**src/cmp_skip_regs.vh**
```
`ifndef CMP_SKIP_REGS_VH
`define CMP_SKIP_REGS_VH
`define OP_CMP_HI 8'h62
`define OP_CMP_LO 8'h60
`define OP_CMP_GT 8'h64
`define OP_CMP_MASK 8'hfe
`define OP_DEC_ADJ 16'h0007
`define NIB_LIMIT 4'h9
`define NIB_FIX 4'h6
`define Q_DECODE 2'h0
`define Q_READ 2'h1
`define Q_PROC 2'h2
`define Q_WRITE 2'h3
`define Q_LAST 2'h3
`define ACCESS_BANK 4'h0
`endif

```
**src/compare_skip_decimal_adjust.v**
```verilog
// Function
// - opcode 0110 001a compares equal, skip when byte equals accumulator.
// - opcode 0110 010a compares greater, skip when byte above accumulator unsigned.
// - opcode 0110 000a compares less, skip when byte below accumulator unsigned.
// - compares use unsigned subtraction and alter no flag, byte or accumulator.
// - true compare discards fetched next instruction, runs a nop, two cycles.
// - skipping a two-word instruction makes the compare three cycles.
// - skipped cycles idle in all four phases; two idle cycles for two-word.
// - normal compare cycle: decode, read byte, process, no write.
// - bit a low picks access bank, high picks bank select pointer bank.
// - opcode 0007 is decimal adjust: one cycle, read q2, write q4.
// - add six to low nibble when above nine or half carry set.
// - add six to high nibble when above nine or carry set; only carry changes.
`timescale 1ns/10ps
`include "cmp_skip_regs.vh"
module compare_skip_decimal_adjust (
    input wire clk_sys_i,
    input wire rst_i,
    input wire instr_valid_i,
    input wire [15:0] instr_i,
    input wire next_two_word_i,
    input wire [7:0] data_byte_i,
    input wire [7:0] working_accumulator_i,
    input wire [3:0] bank_select_pointer_i,
    input wire half_carry_flag_i,
    input wire carry_i,
    output reg [1:0] q_phase_o,
    output reg busy_o,
    output reg data_rd_o,
    output reg [11:0] data_addr_o,
    output reg acc_rd_o,
    output reg acc_wr_o,
    output reg [7:0] acc_wdata_o,
    output reg carry_wr_o,
    output reg carry_o,
    output reg skip_o,
    output reg discard_o,
    output reg done_o
);
    localparam ST_IDLE = 2'h0;
    localparam ST_CMP = 2'h1;
    localparam ST_ADJ = 2'h2;
    localparam ST_SKIP = 2'h3;
    localparam K_EQ = 2'h0;
    localparam K_GT = 2'h1;
    localparam K_LT = 2'h2;

    reg [1:0] state;
    reg [1:0] next_state;
    reg [1:0] kind;
    reg [1:0] q;
    reg [1:0] skip_left;
    reg [7:0] f_addr;
    reg bank_a;
    reg [7:0] acc_lat;
    reg [7:0] byte_lat;
    reg take;
    wire [7:0] hi_op;
    wire is_cmp;
    wire is_adj;
    wire [8:0] diff;
    wire [7:0] adj_res;
    wire adj_carry;

    assign hi_op = instr_i[15:8];
    assign is_cmp = ((hi_op & `OP_CMP_MASK) == `OP_CMP_HI) ||
                    ((hi_op & `OP_CMP_MASK) == `OP_CMP_GT) ||
                    ((hi_op & `OP_CMP_MASK) == `OP_CMP_LO);
    assign is_adj = (instr_i == `OP_DEC_ADJ);
    // borrow and zero of byte minus accumulator, nothing stored
    assign diff = {1'b0, byte_lat} - {1'b0, acc_lat};

    decimal_adjust_unit decimal_adjust_unit_inst (
        .acc_i(acc_lat),
        .half_carry_i(half_carry_flag_i),
        .carry_i(carry_i),
        .result_o(adj_res),
        .carry_o(adj_carry)
    );

    always @* begin
        case (kind)
            K_EQ: take = (diff[7:0] == 8'h00);
            K_GT: take = !diff[8] && (diff[7:0] != 8'h00);
            K_LT: take = diff[8];
            default: take = 1'b0;
        endcase
    end

    always @* begin
        next_state = state;
        case (state)
            ST_IDLE: begin
                if (instr_valid_i && q == `Q_DECODE) begin
                    if (is_cmp) begin
                        next_state = ST_CMP;
                    end else if (is_adj) begin
                        next_state = ST_ADJ;
                    end
                end
            end
            ST_CMP: begin
                if (q == `Q_LAST) begin
                    next_state = take ? ST_SKIP : ST_IDLE;
                end
            end
            ST_ADJ: begin
                if (q == `Q_LAST) begin
                    next_state = ST_IDLE;
                end
            end
            ST_SKIP: begin
                if (q == `Q_LAST && skip_left == 2'h1) begin
                    next_state = ST_IDLE;
                end
            end
            default: next_state = ST_IDLE;
        endcase
    end

    always @(posedge clk_sys_i) begin
        if (rst_i) begin
            state <= ST_IDLE;
            kind <= K_EQ;
            q <= `Q_DECODE;
            skip_left <= 2'h0;
            f_addr <= 8'h00;
            bank_a <= 1'b0;
            acc_lat <= 8'h00;
            byte_lat <= 8'h00;
            q_phase_o <= `Q_DECODE;
            busy_o <= 1'b0;
            data_rd_o <= 1'b0;
            data_addr_o <= 12'h000;
            acc_rd_o <= 1'b0;
            acc_wr_o <= 1'b0;
            acc_wdata_o <= 8'h00;
            carry_wr_o <= 1'b0;
            carry_o <= 1'b0;
            skip_o <= 1'b0;
            discard_o <= 1'b0;
            done_o <= 1'b0;
        end else begin
            state <= next_state;
            q <= q + 2'h1;
            q_phase_o <= q + 2'h1;
            busy_o <= (next_state != ST_IDLE);
            data_rd_o <= 1'b0;
            acc_rd_o <= 1'b0;
            acc_wr_o <= 1'b0;
            carry_wr_o <= 1'b0;
            discard_o <= 1'b0;
            done_o <= 1'b0;
            if (state == ST_IDLE && next_state != ST_IDLE) begin
                // q1 decode
                f_addr <= instr_i[7:0];
                bank_a <= instr_i[8];
                if ((hi_op & `OP_CMP_MASK) == `OP_CMP_HI) begin
                    kind <= K_EQ;
                end else if ((hi_op & `OP_CMP_MASK) == `OP_CMP_GT) begin
                    kind <= K_GT;
                end else begin
                    kind <= K_LT;
                end
                skip_left <= next_two_word_i ? 2'h2 : 2'h1;
                if (next_state == ST_CMP) begin
                    data_rd_o <= 1'b1;
                    data_addr_o <= {(instr_i[8] ? bank_select_pointer_i : `ACCESS_BANK),
                                    instr_i[7:0]};
                end else begin
                    acc_rd_o <= 1'b1;
                end
            end
            if (state == ST_CMP && q == `Q_READ) begin
                byte_lat <= data_byte_i;
                acc_lat <= working_accumulator_i;
            end
            if (state == ST_ADJ && q == `Q_READ) begin
                acc_lat <= working_accumulator_i;
            end
            if (state == ST_ADJ && q == `Q_PROC) begin
                acc_wr_o <= 1'b1;
                acc_wdata_o <= adj_res;
                carry_wr_o <= 1'b1;
                carry_o <= adj_carry;
            end
            if (state == ST_CMP && q == `Q_PROC) begin
                skip_o <= take;
                discard_o <= take;
            end
            if (state == ST_SKIP && q == `Q_LAST) begin
                // whole skipped cycle idles in every phase
                skip_left <= skip_left - 2'h1;
            end
            if (next_state == ST_IDLE && state != ST_IDLE && q == `Q_LAST) begin
                done_o <= 1'b1;
                skip_o <= 1'b0;
            end
        end
    end
endmodule // compare_skip_decimal_adjust

```
**src/daw_unit.v**
```verilog
`timescale 1ns/10ps
`include "cmp_skip_regs.vh"
module decimal_adjust_unit (
    input wire [7:0] acc_i,
    input wire half_carry_i,
    input wire carry_i,
    output reg [7:0] result_o,
    output reg carry_o
);
    reg [4:0] lo;
    reg [4:0] hi;
    always @* begin
        lo = {1'b0, acc_i[3:0]};
        hi = {1'b0, acc_i[7:4]};
        // low nibble correction
        if (acc_i[3:0] > `NIB_LIMIT || half_carry_i) begin
            lo = {1'b0, acc_i[3:0]} + {1'b0, `NIB_FIX};
        end
        // high nibble correction
        if (acc_i[7:4] > `NIB_LIMIT || carry_i) begin
            hi = {1'b0, acc_i[7:4]} + {1'b0, `NIB_FIX};
        end
        result_o = {hi[3:0], lo[3:0]};
        carry_o = carry_i | hi[4];
    end
endmodule // decimal_adjust_unit
```
**config.mk**
```make
export PLATFORM = sky130hd
export DESIGN_NAME = compare_skip_decimal_adjust
export DESIGN_NICKNAME = d
export VERILOG_FILES = /design/src/compare_skip_decimal_adjust.v /design/src/daw_unit.v
export VERILOG_INCLUDE_DIRS = /design/src /design/src/src
export SDC_FILE = /design/constraint.sdc
export NUM_CORES = 1
export LEC_CHECK = 0
export BUFFER_PORTS_ARGS = -buffer_cell sky130_fd_sc_hd__buf_2
export CORE_ASPECT_RATIO = 2
export CORE_MARGIN = 2
export CORE_UTILIZATION = 49
export CTS_BUF_LIST = sky130_fd_sc_hd__clkbuf_4
export CTS_CLUSTER_SIZE = 25
export DETAILED_ROUTE_END_ITERATION = 8
export PLACE_DENSITY = 0.78
export SETUP_SLACK_MARGIN = 0.2
export SLEW_MARGIN = 20
export SYNTH_ARGS = -nofsm -noshare
export SYNTH_HDL_FRONTEND = slang
export SYNTH_SLANG_ARGS = --single-unit
```
**constraint.sdc**
```tcl
create_clock -name clk_sys_i -period 2.4 [get_ports clk_sys_i]
set_input_delay 0.48 -clock clk_sys_i [delete_from_list [all_inputs] [get_ports clk_sys_i]]
set_output_delay 0.48 -clock clk_sys_i [all_outputs]
set_load 0.02 [all_outputs]
```
After elaboration in Yosys (flattened, before gate mapping)
Index checks and enable logic that the tools add are counted.

Register bits after elaboration: 52. Bits of input ports: 42. Output and inout port bits: 31. Logic and storage cells: 93.

Add/sub/neg operators: 5. $lt $le $gt $ge: 2. Equal/unequal tests: 14. Muxes and demuxes: 23. Bitwise gates (word level): 3. Reductions and logical operators: 30.

Operator list (count): $mux 2 (12); $eq 7x6->1 const B (3); $eq 16x3->1 const B (1); $mux 8 (2); $logic_and 1x1->1 (11); $eq 2x1->1 const B (5); $eq 2x2->1 const B (5); $sub 8x8->9 (1); $gt 4x4->1 const B (2); $logic_not 2->1 (4); $logic_not 8->1 (1); $mux 4 (2); $pmux 2 s4 (1); $reduce_bool 2->1 (4); $reduce_bool 8->1 (1); $reduce_or 2->1 (3); $add 4x3->5 const B (1); $mux 5 (1); $add 4x3->4 const B (1); $logic_or 1x1->1 (4); $mux 1 (4); $pmux 1 s3 (1); $add 2x1->2 const B (1); $not 1->1 (2); 4 further kinds (4).

Longest topological paths before layout
Word-level depth: 11. Depth in mapped cells: 11. Gate-level depth less buffers: 10.

By module
From an unflattened synthesis, not the netlist that was laid out.

Cell total of the unflattened synthesis: 327. Area, all modules: 2708.8 um2.

Modules (own cells, without submodules): compare_skip_decimal_adjust (times used 1, cells an instance 300, area each 2518.7 um2, sequential area each 1041.0 um2); decimal_adjust_unit (times used 1, cells an instance 27, area each 190.2 um2, sequential area each 0.0 um2).

Worst setup path before layout
OpenSTA, ideal clock, no wires.

Path type: reg-to-reg. Start point: register byte_lat[0]. End point: register state[1]. Setup time: 0.088 ns. Arrival time: 2.451 ns. Data required time: 2.312 ns. Path slack: -0.140 ns. Cell stages (with the launch flop): 11. Buffers on the path: 0. Clock period less this slack: 2.540 ns. Path through: dfxtp_1 inv_1 ha_1 fa_1 xor2_1 nand3_1 nor4_2 o311ai_1 or4b_1 and2_4 a311oi_2.

Cells in the longest elaborated chain, start to end: 7. Elaborated cells between the ends (all ways): 9. Those cells by class: add/sub: 1; mux: 4; reduce/logical: 4.

Ends and longest elaborated chain: from (decl) (RTL line compare_skip_decimal_adjust.v:56) `reg [7:0] byte_lat;`; from (signal assigned) (RTL line compare_skip_decimal_adjust.v:175) `byte_lat <= data_byte_i;`; $sub 8x8->9 (*) (RTL line compare_skip_decimal_adjust.v:71) `assign diff = {1'b0, byte_lat} - {1'b0, acc_lat};`; $reduce_bool 8->1 / $logic_not 1->1 (equally long branches) (RTL line compare_skip_decimal_adjust.v:84) `K_GT: take = !diff[8] && (diff[7:0] != 8'h00);`; $logic_and 1x1->1 (RTL line compare_skip_decimal_adjust.v:84); $pmux 1 s3 (*) (RTL line compare_skip_decimal_adjust.v:82) `case (kind)`; $mux 2 (*) (RTL line compare_skip_decimal_adjust.v:104) `next_state = take ? ST_SKIP : ST_IDLE;`; $mux 2 (*) (RTL line compare_skip_decimal_adjust.v:103) `` if (q == `Q_LAST) begin ``; $pmux 2 s4 (*) (RTL line compare_skip_decimal_adjust.v:92) `case (state)`; to (signal assigned) (RTL line compare_skip_decimal_adjust.v:144) `state <= next_state;`; to (decl) (RTL line compare_skip_decimal_adjust.v:48) `reg [1:0] state;`.

Every way passes the cells marked *; elsewhere a longest branch is shown, timed or not. A chain may end at the register's enable or synchronous reset.

Worst setup path in the final report
Same ends and word-level chain as after synthesis.

==> impl_metrics.xml <==
<?xml version="1.0" encoding="UTF-8"?>
<metrics>
  <group name="critical_path">
    <metric name="critical_path.endpoint_type" unit="">flip-flop</metric>
    <metric name="worstSetupStartpointType" unit="">flip-flop</metric>
    <metric name="startpoint" unit="">byte_lat[0]</metric>
    <metric name="arrival" unit="ns">2.88</metric>
    <metric name="r2r_start" unit="">byte_lat[0]</metric>
    <metric name="worst-path-max-fanout" unit="">4</metric>
    <metric name="timing_worst_setup_path_type" unit="">reg -&gt; reg</metric>
    <metric name="worst_endpoint_required_time" unit="ns">2.71</metric>
  </group>
  <group name="final_layout">
    <metric name="final_layout_size_suffix_gt1_share" unit="%">30.8</metric>
    <metric name="num-nets-final" unit="">473</metric>
    <metric name="final_cell_count_no_fill" unit="">476</metric>
    <metric name="area_growth" unit="%">26.7</metric>
    <metric name="final_core_util" unit="%">63.6</metric>
    <metric name="num_antenna_cells" unit="">0</metric>
  </group>
  <group name="placement">
    <metric name="port_buffers" unit="">72</metric>
    <metric name="routabilityCongestion" unit="">0.846</metric>
    <metric name="place_ws" unit="ns">-0.177</metric>
    <metric name="dp.cells" unit="">466</metric>
    <metric name="place_hpwl" unit="um">4840</metric>
  </group>
  <group name="power">
    <metric name="total_power_divided_by_cell_area" unit="nW/um2">444</metric>
    <metric name="design_power" unit="uW">1500</metric>
    <metric name="vdd.ir_drop.worst" unit="V">0.000599</metric>
    <metric name="leakage" unit="uW">0.00154</metric>
  </group>
  <group name="cts">
    <metric name="tritoncts" unit="">done</metric>
    <metric name="clk_latency" unit="ns">0.39</metric>
    <metric name="cts-buffers-inserted" unit="">5</metric>
    <metric name="h-tree-depth" unit="">2</metric>
    <metric name="cts-root-to-sink-buffers" unit="">2</metric>
    <metric name="cts.hold.buffers_added" unit="">0</metric>
    <metric name="cts_root_buffer" unit="">clkbuf_4</metric>
    <metric name="worst_setup_hold_path_clk_slew" unit="ns">0.15</metric>
    <metric name="cts.sink_count" unit="">52</metric>
  </group>
  <group name="worst_hold_path">
    <metric name="hp-start" unit="">working_accumulator_i[4]</metric>
    <metric name="holdCritPathClass" unit="">in -&gt; reg</metric>
  </group>
  <group name="timing">
    <metric name="period_share" unit="%">107</metric>
    <metric name="max_slew_headroom_at_the_worst_pin" unit="%">62.4</metric>
    <metric name="fin_ws" unit="ns">-0.169</metric>
    <metric name="tmin_final" unit="ns">2.57</metric>
    <metric name="grt_setup_unrepaired" unit="">yes</metric>
    <metric name="clock.fmax" unit="GHz">0.389</metric>
    <metric name="smallest_hold_slack" unit="ns">0.319</metric>
    <metric name="tightestPinTransition" unit="ns">0.561</metric>
    <metric name="setup_viol" unit="">5</metric>
    <metric name="finalMaxSlewViolations" unit="">0</metric>
    <metric name="report.final.hold_viol_count" unit="">0</metric>
    <metric name="skew" unit="ns">0.0102</metric>
  </group>
  <group name="run_status">
    <metric name="outcome" unit="">complete, but fails checks</metric>
    <metric name="failed_checks" unit="">setup timing</metric>
  </group>
  <group name="route">
    <metric name="detail_route.wl_per_cell" unit="um">13.3</metric>
    <metric name="drtPass1Iterations" unit="">4</metric>
    <metric name="detailedRoute.firstIterationViolations" unit="">129</metric>
    <metric name="routed_via_density" unit="">5.54</metric>
    <metric name="detail-route-antenna-nets" unit="">0</metric>
    <metric name="route.detailed.drc" unit="">0</metric>
    <metric name="via_count" unit="">2636</metric>
    <metric name="postRouteWirelength" unit="um">6320</metric>
  </group>
  <group name="yosys">
    <metric name="synth_nets" unit="">385</metric>
    <metric name="post_synth.cell_area_avg" unit="um2">8.17</metric>
    <metric name="synth_enable_flop_cells" unit="">0</metric>
    <metric name="netlist-cell-type-count" unit="">57</metric>
    <metric name="yosysWarningCount" unit="">0</metric>
    <metric name="synth-seq-cells" unit="">52</metric>
    <metric name="netlist_instances" unit="">327</metric>
    <metric name="postSynth.asyncResetShare" unit="%">0</metric>
    <metric name="post_synth_instance_area" unit="um2">2670</metric>
    <metric name="synth_seq_area_share" unit="%">39.0</metric>
    <metric name="yosys_most_used_dff" unit="">dfxtp_1</metric>
  </group>
  <group name="floorplanning">
    <metric name="floorplan.core_area" unit="um2">5330</metric>
    <metric name="die_h" unit="um">108</metric>
    <metric name="die_area" unit="um2">6090</metric>
    <metric name="floorplan.die.width" unit="um">56.2</metric>
    <metric name="num_rows" unit="">38</metric>
    <metric name="starting_density_of_the_core" unit="%">50.2</metric>
    <metric name="pin_count" unit="">73</metric>
  </group>
  <group name="global_routing">
    <metric name="antenna_found_initial" unit="">0</metric>
    <metric name="via_count_of_the_first_global_routing_pass" unit="">2452</metric>
    <metric name="grt_pass1_wl" unit="um">10600</metric>
    <metric name="global_route.overflow_total" unit="">0</metric>
    <metric name="grt_start_max_net_pins" unit="">24</metric>
    <metric name="grt_usage" unit="%">21.3</metric>
  </group>
  <group name="run">
    <metric name="drv.max_cap_violation_count" unit="">0</metric>
  </group>
</metrics>
per-stage QoR:
stage / TNS (ns) / instance area (um2)
final: -0.602 / 3380
after global routing: -1.23 / 3380
after CTS: -0.437 / 3360
after detailed placement: -0.639 / 3260
after global placement: -0.355 / 3260
after floorplan: -0.185 / 2730
placed cells by master, fill, tap and decap left out, drive strengths merged, types with 2 or more instances in the layout:
cell    instances
clkinv          2
xor2            3
a31oi           5
nand3b          2
dfxtp          52
nand3          19
o211a           2
inv            20
a311oi          2
nor3b           2
nand4           2
o211ai          2
ha             15
mux2i          10
clkbuf          5
a21oi          39
nor2b           2
nor2           26
and2            2
and3            3
nor4            4
xnor2           3
o31ai           2
a211oi          7
o21ai           8
nand2          54
nor3            4
nand2b          2
buf            98
logic make-up (layout without fill, tap and decap cells):
group                      Yosys count  in the layout  synth area share (%)
DFF                                 52             52                  39.0
muxes                               10             10                  3.75
and+or+nand+nor                    130            130                  23.3
xor gates and xnor gates             6              6                  1.97
adders and majority gates           16             16                  7.78
AOI/OAI and AO/OA                   76             76                  18.5
buffers and inverters               37            126                  5.71
final timing paths:
path | end | slack [ns] | depth (start not counted)
worst max-delay path | state[1] | -0.17 | 10
worst max register to register | state[1] | -0.17 | 10
worst min-delay path | acc_lat[4] | 0.32 | 3
worst min register to register | acc_wdata_o[6] | 0.46 | 2
sequential cells by signal (all words and copies together), names as in the netlist, 2 cells and up:
register and flops:
kind 2, data_addr_o 12, byte_lat 8, acc_wdata_o 8
skip_left 2, state 2, acc_lat 8, q 2
layout make-up:
type,instances,area (um2)
Fill cell,483,1940
Multi-Input combinational cell,238,1560
Sequential cell,52,1040
Timing Repair Buffer,98,556
Inverter,20,75.1
Tap cell,60,75.1
Clock inverter,3,42.5
Clock buffer,5,37.5
report_power, final:
group	leakage, uW	internal, uW	total, uW	switching [uW]
sequential	0.000420	869	874	5.03
clock	0.0000428	218	499	281
combinational	0.00107	59.1	129	70.1
critical path, cell delays in order, from the launching register on:
cell,delay [ns]
dfxtp_2,0.36
inv_2,0.04
ha_4,0.15
fa_2,0.36
xor2_1,0.17
nand3_2,0.11
nor4_2,0.24
o311ai_2,0.15
or4b_4,0.50
and2_4,0.18
a311oi_2,0.22
layer usage:
layer	routed length (um)	vias to the layer above	share of wire [%]	track usage [%]
li1	-	1321	-	-
met1	2580	1209	41	25.4
met2	3280	99	52	37.5
met3	357	7	5.6	4.31
met4	98	0	1.6	7.48
met5	0	-	0	0
cell usage after synthesis, drive strengths merged (2+ instances only):
library cell   n  area share [%]
nand3b         2            0.56
and2           2            0.56
o211ai         2            0.56
o31ai          2            0.75
clkbuf        12             1.7
mux2i         10             3.7
nor2          26             3.7
nand2b         2            0.47
buf            5             1.2
nor4           4             1.2
o21ai          8             1.5
nor3b          2            0.56
nor3           4            0.75
nand2         54             7.6
xnor2          3            0.98
nor2b          2            0.47
inv           20             2.8
xor2           3            0.98
o211a          2            0.75
ha            15             7.0
nand3         19             3.6
a311oi         2            0.89
a21oi         39             7.7
nand4          2            0.47
dfxtp         52              39
and3           3            0.70
a211oi         7             2.2
a31oi          5             1.2
timing repair:
action | 4_1_cts | 5_1_grt
buffers inserted | 2 | 0
pin swaps | 4 | 3
gates resized for setup | 0 | 6
setup endpoints to repair | 7 | 7
No activity file was read; power rests on OpenSTA's default activity.
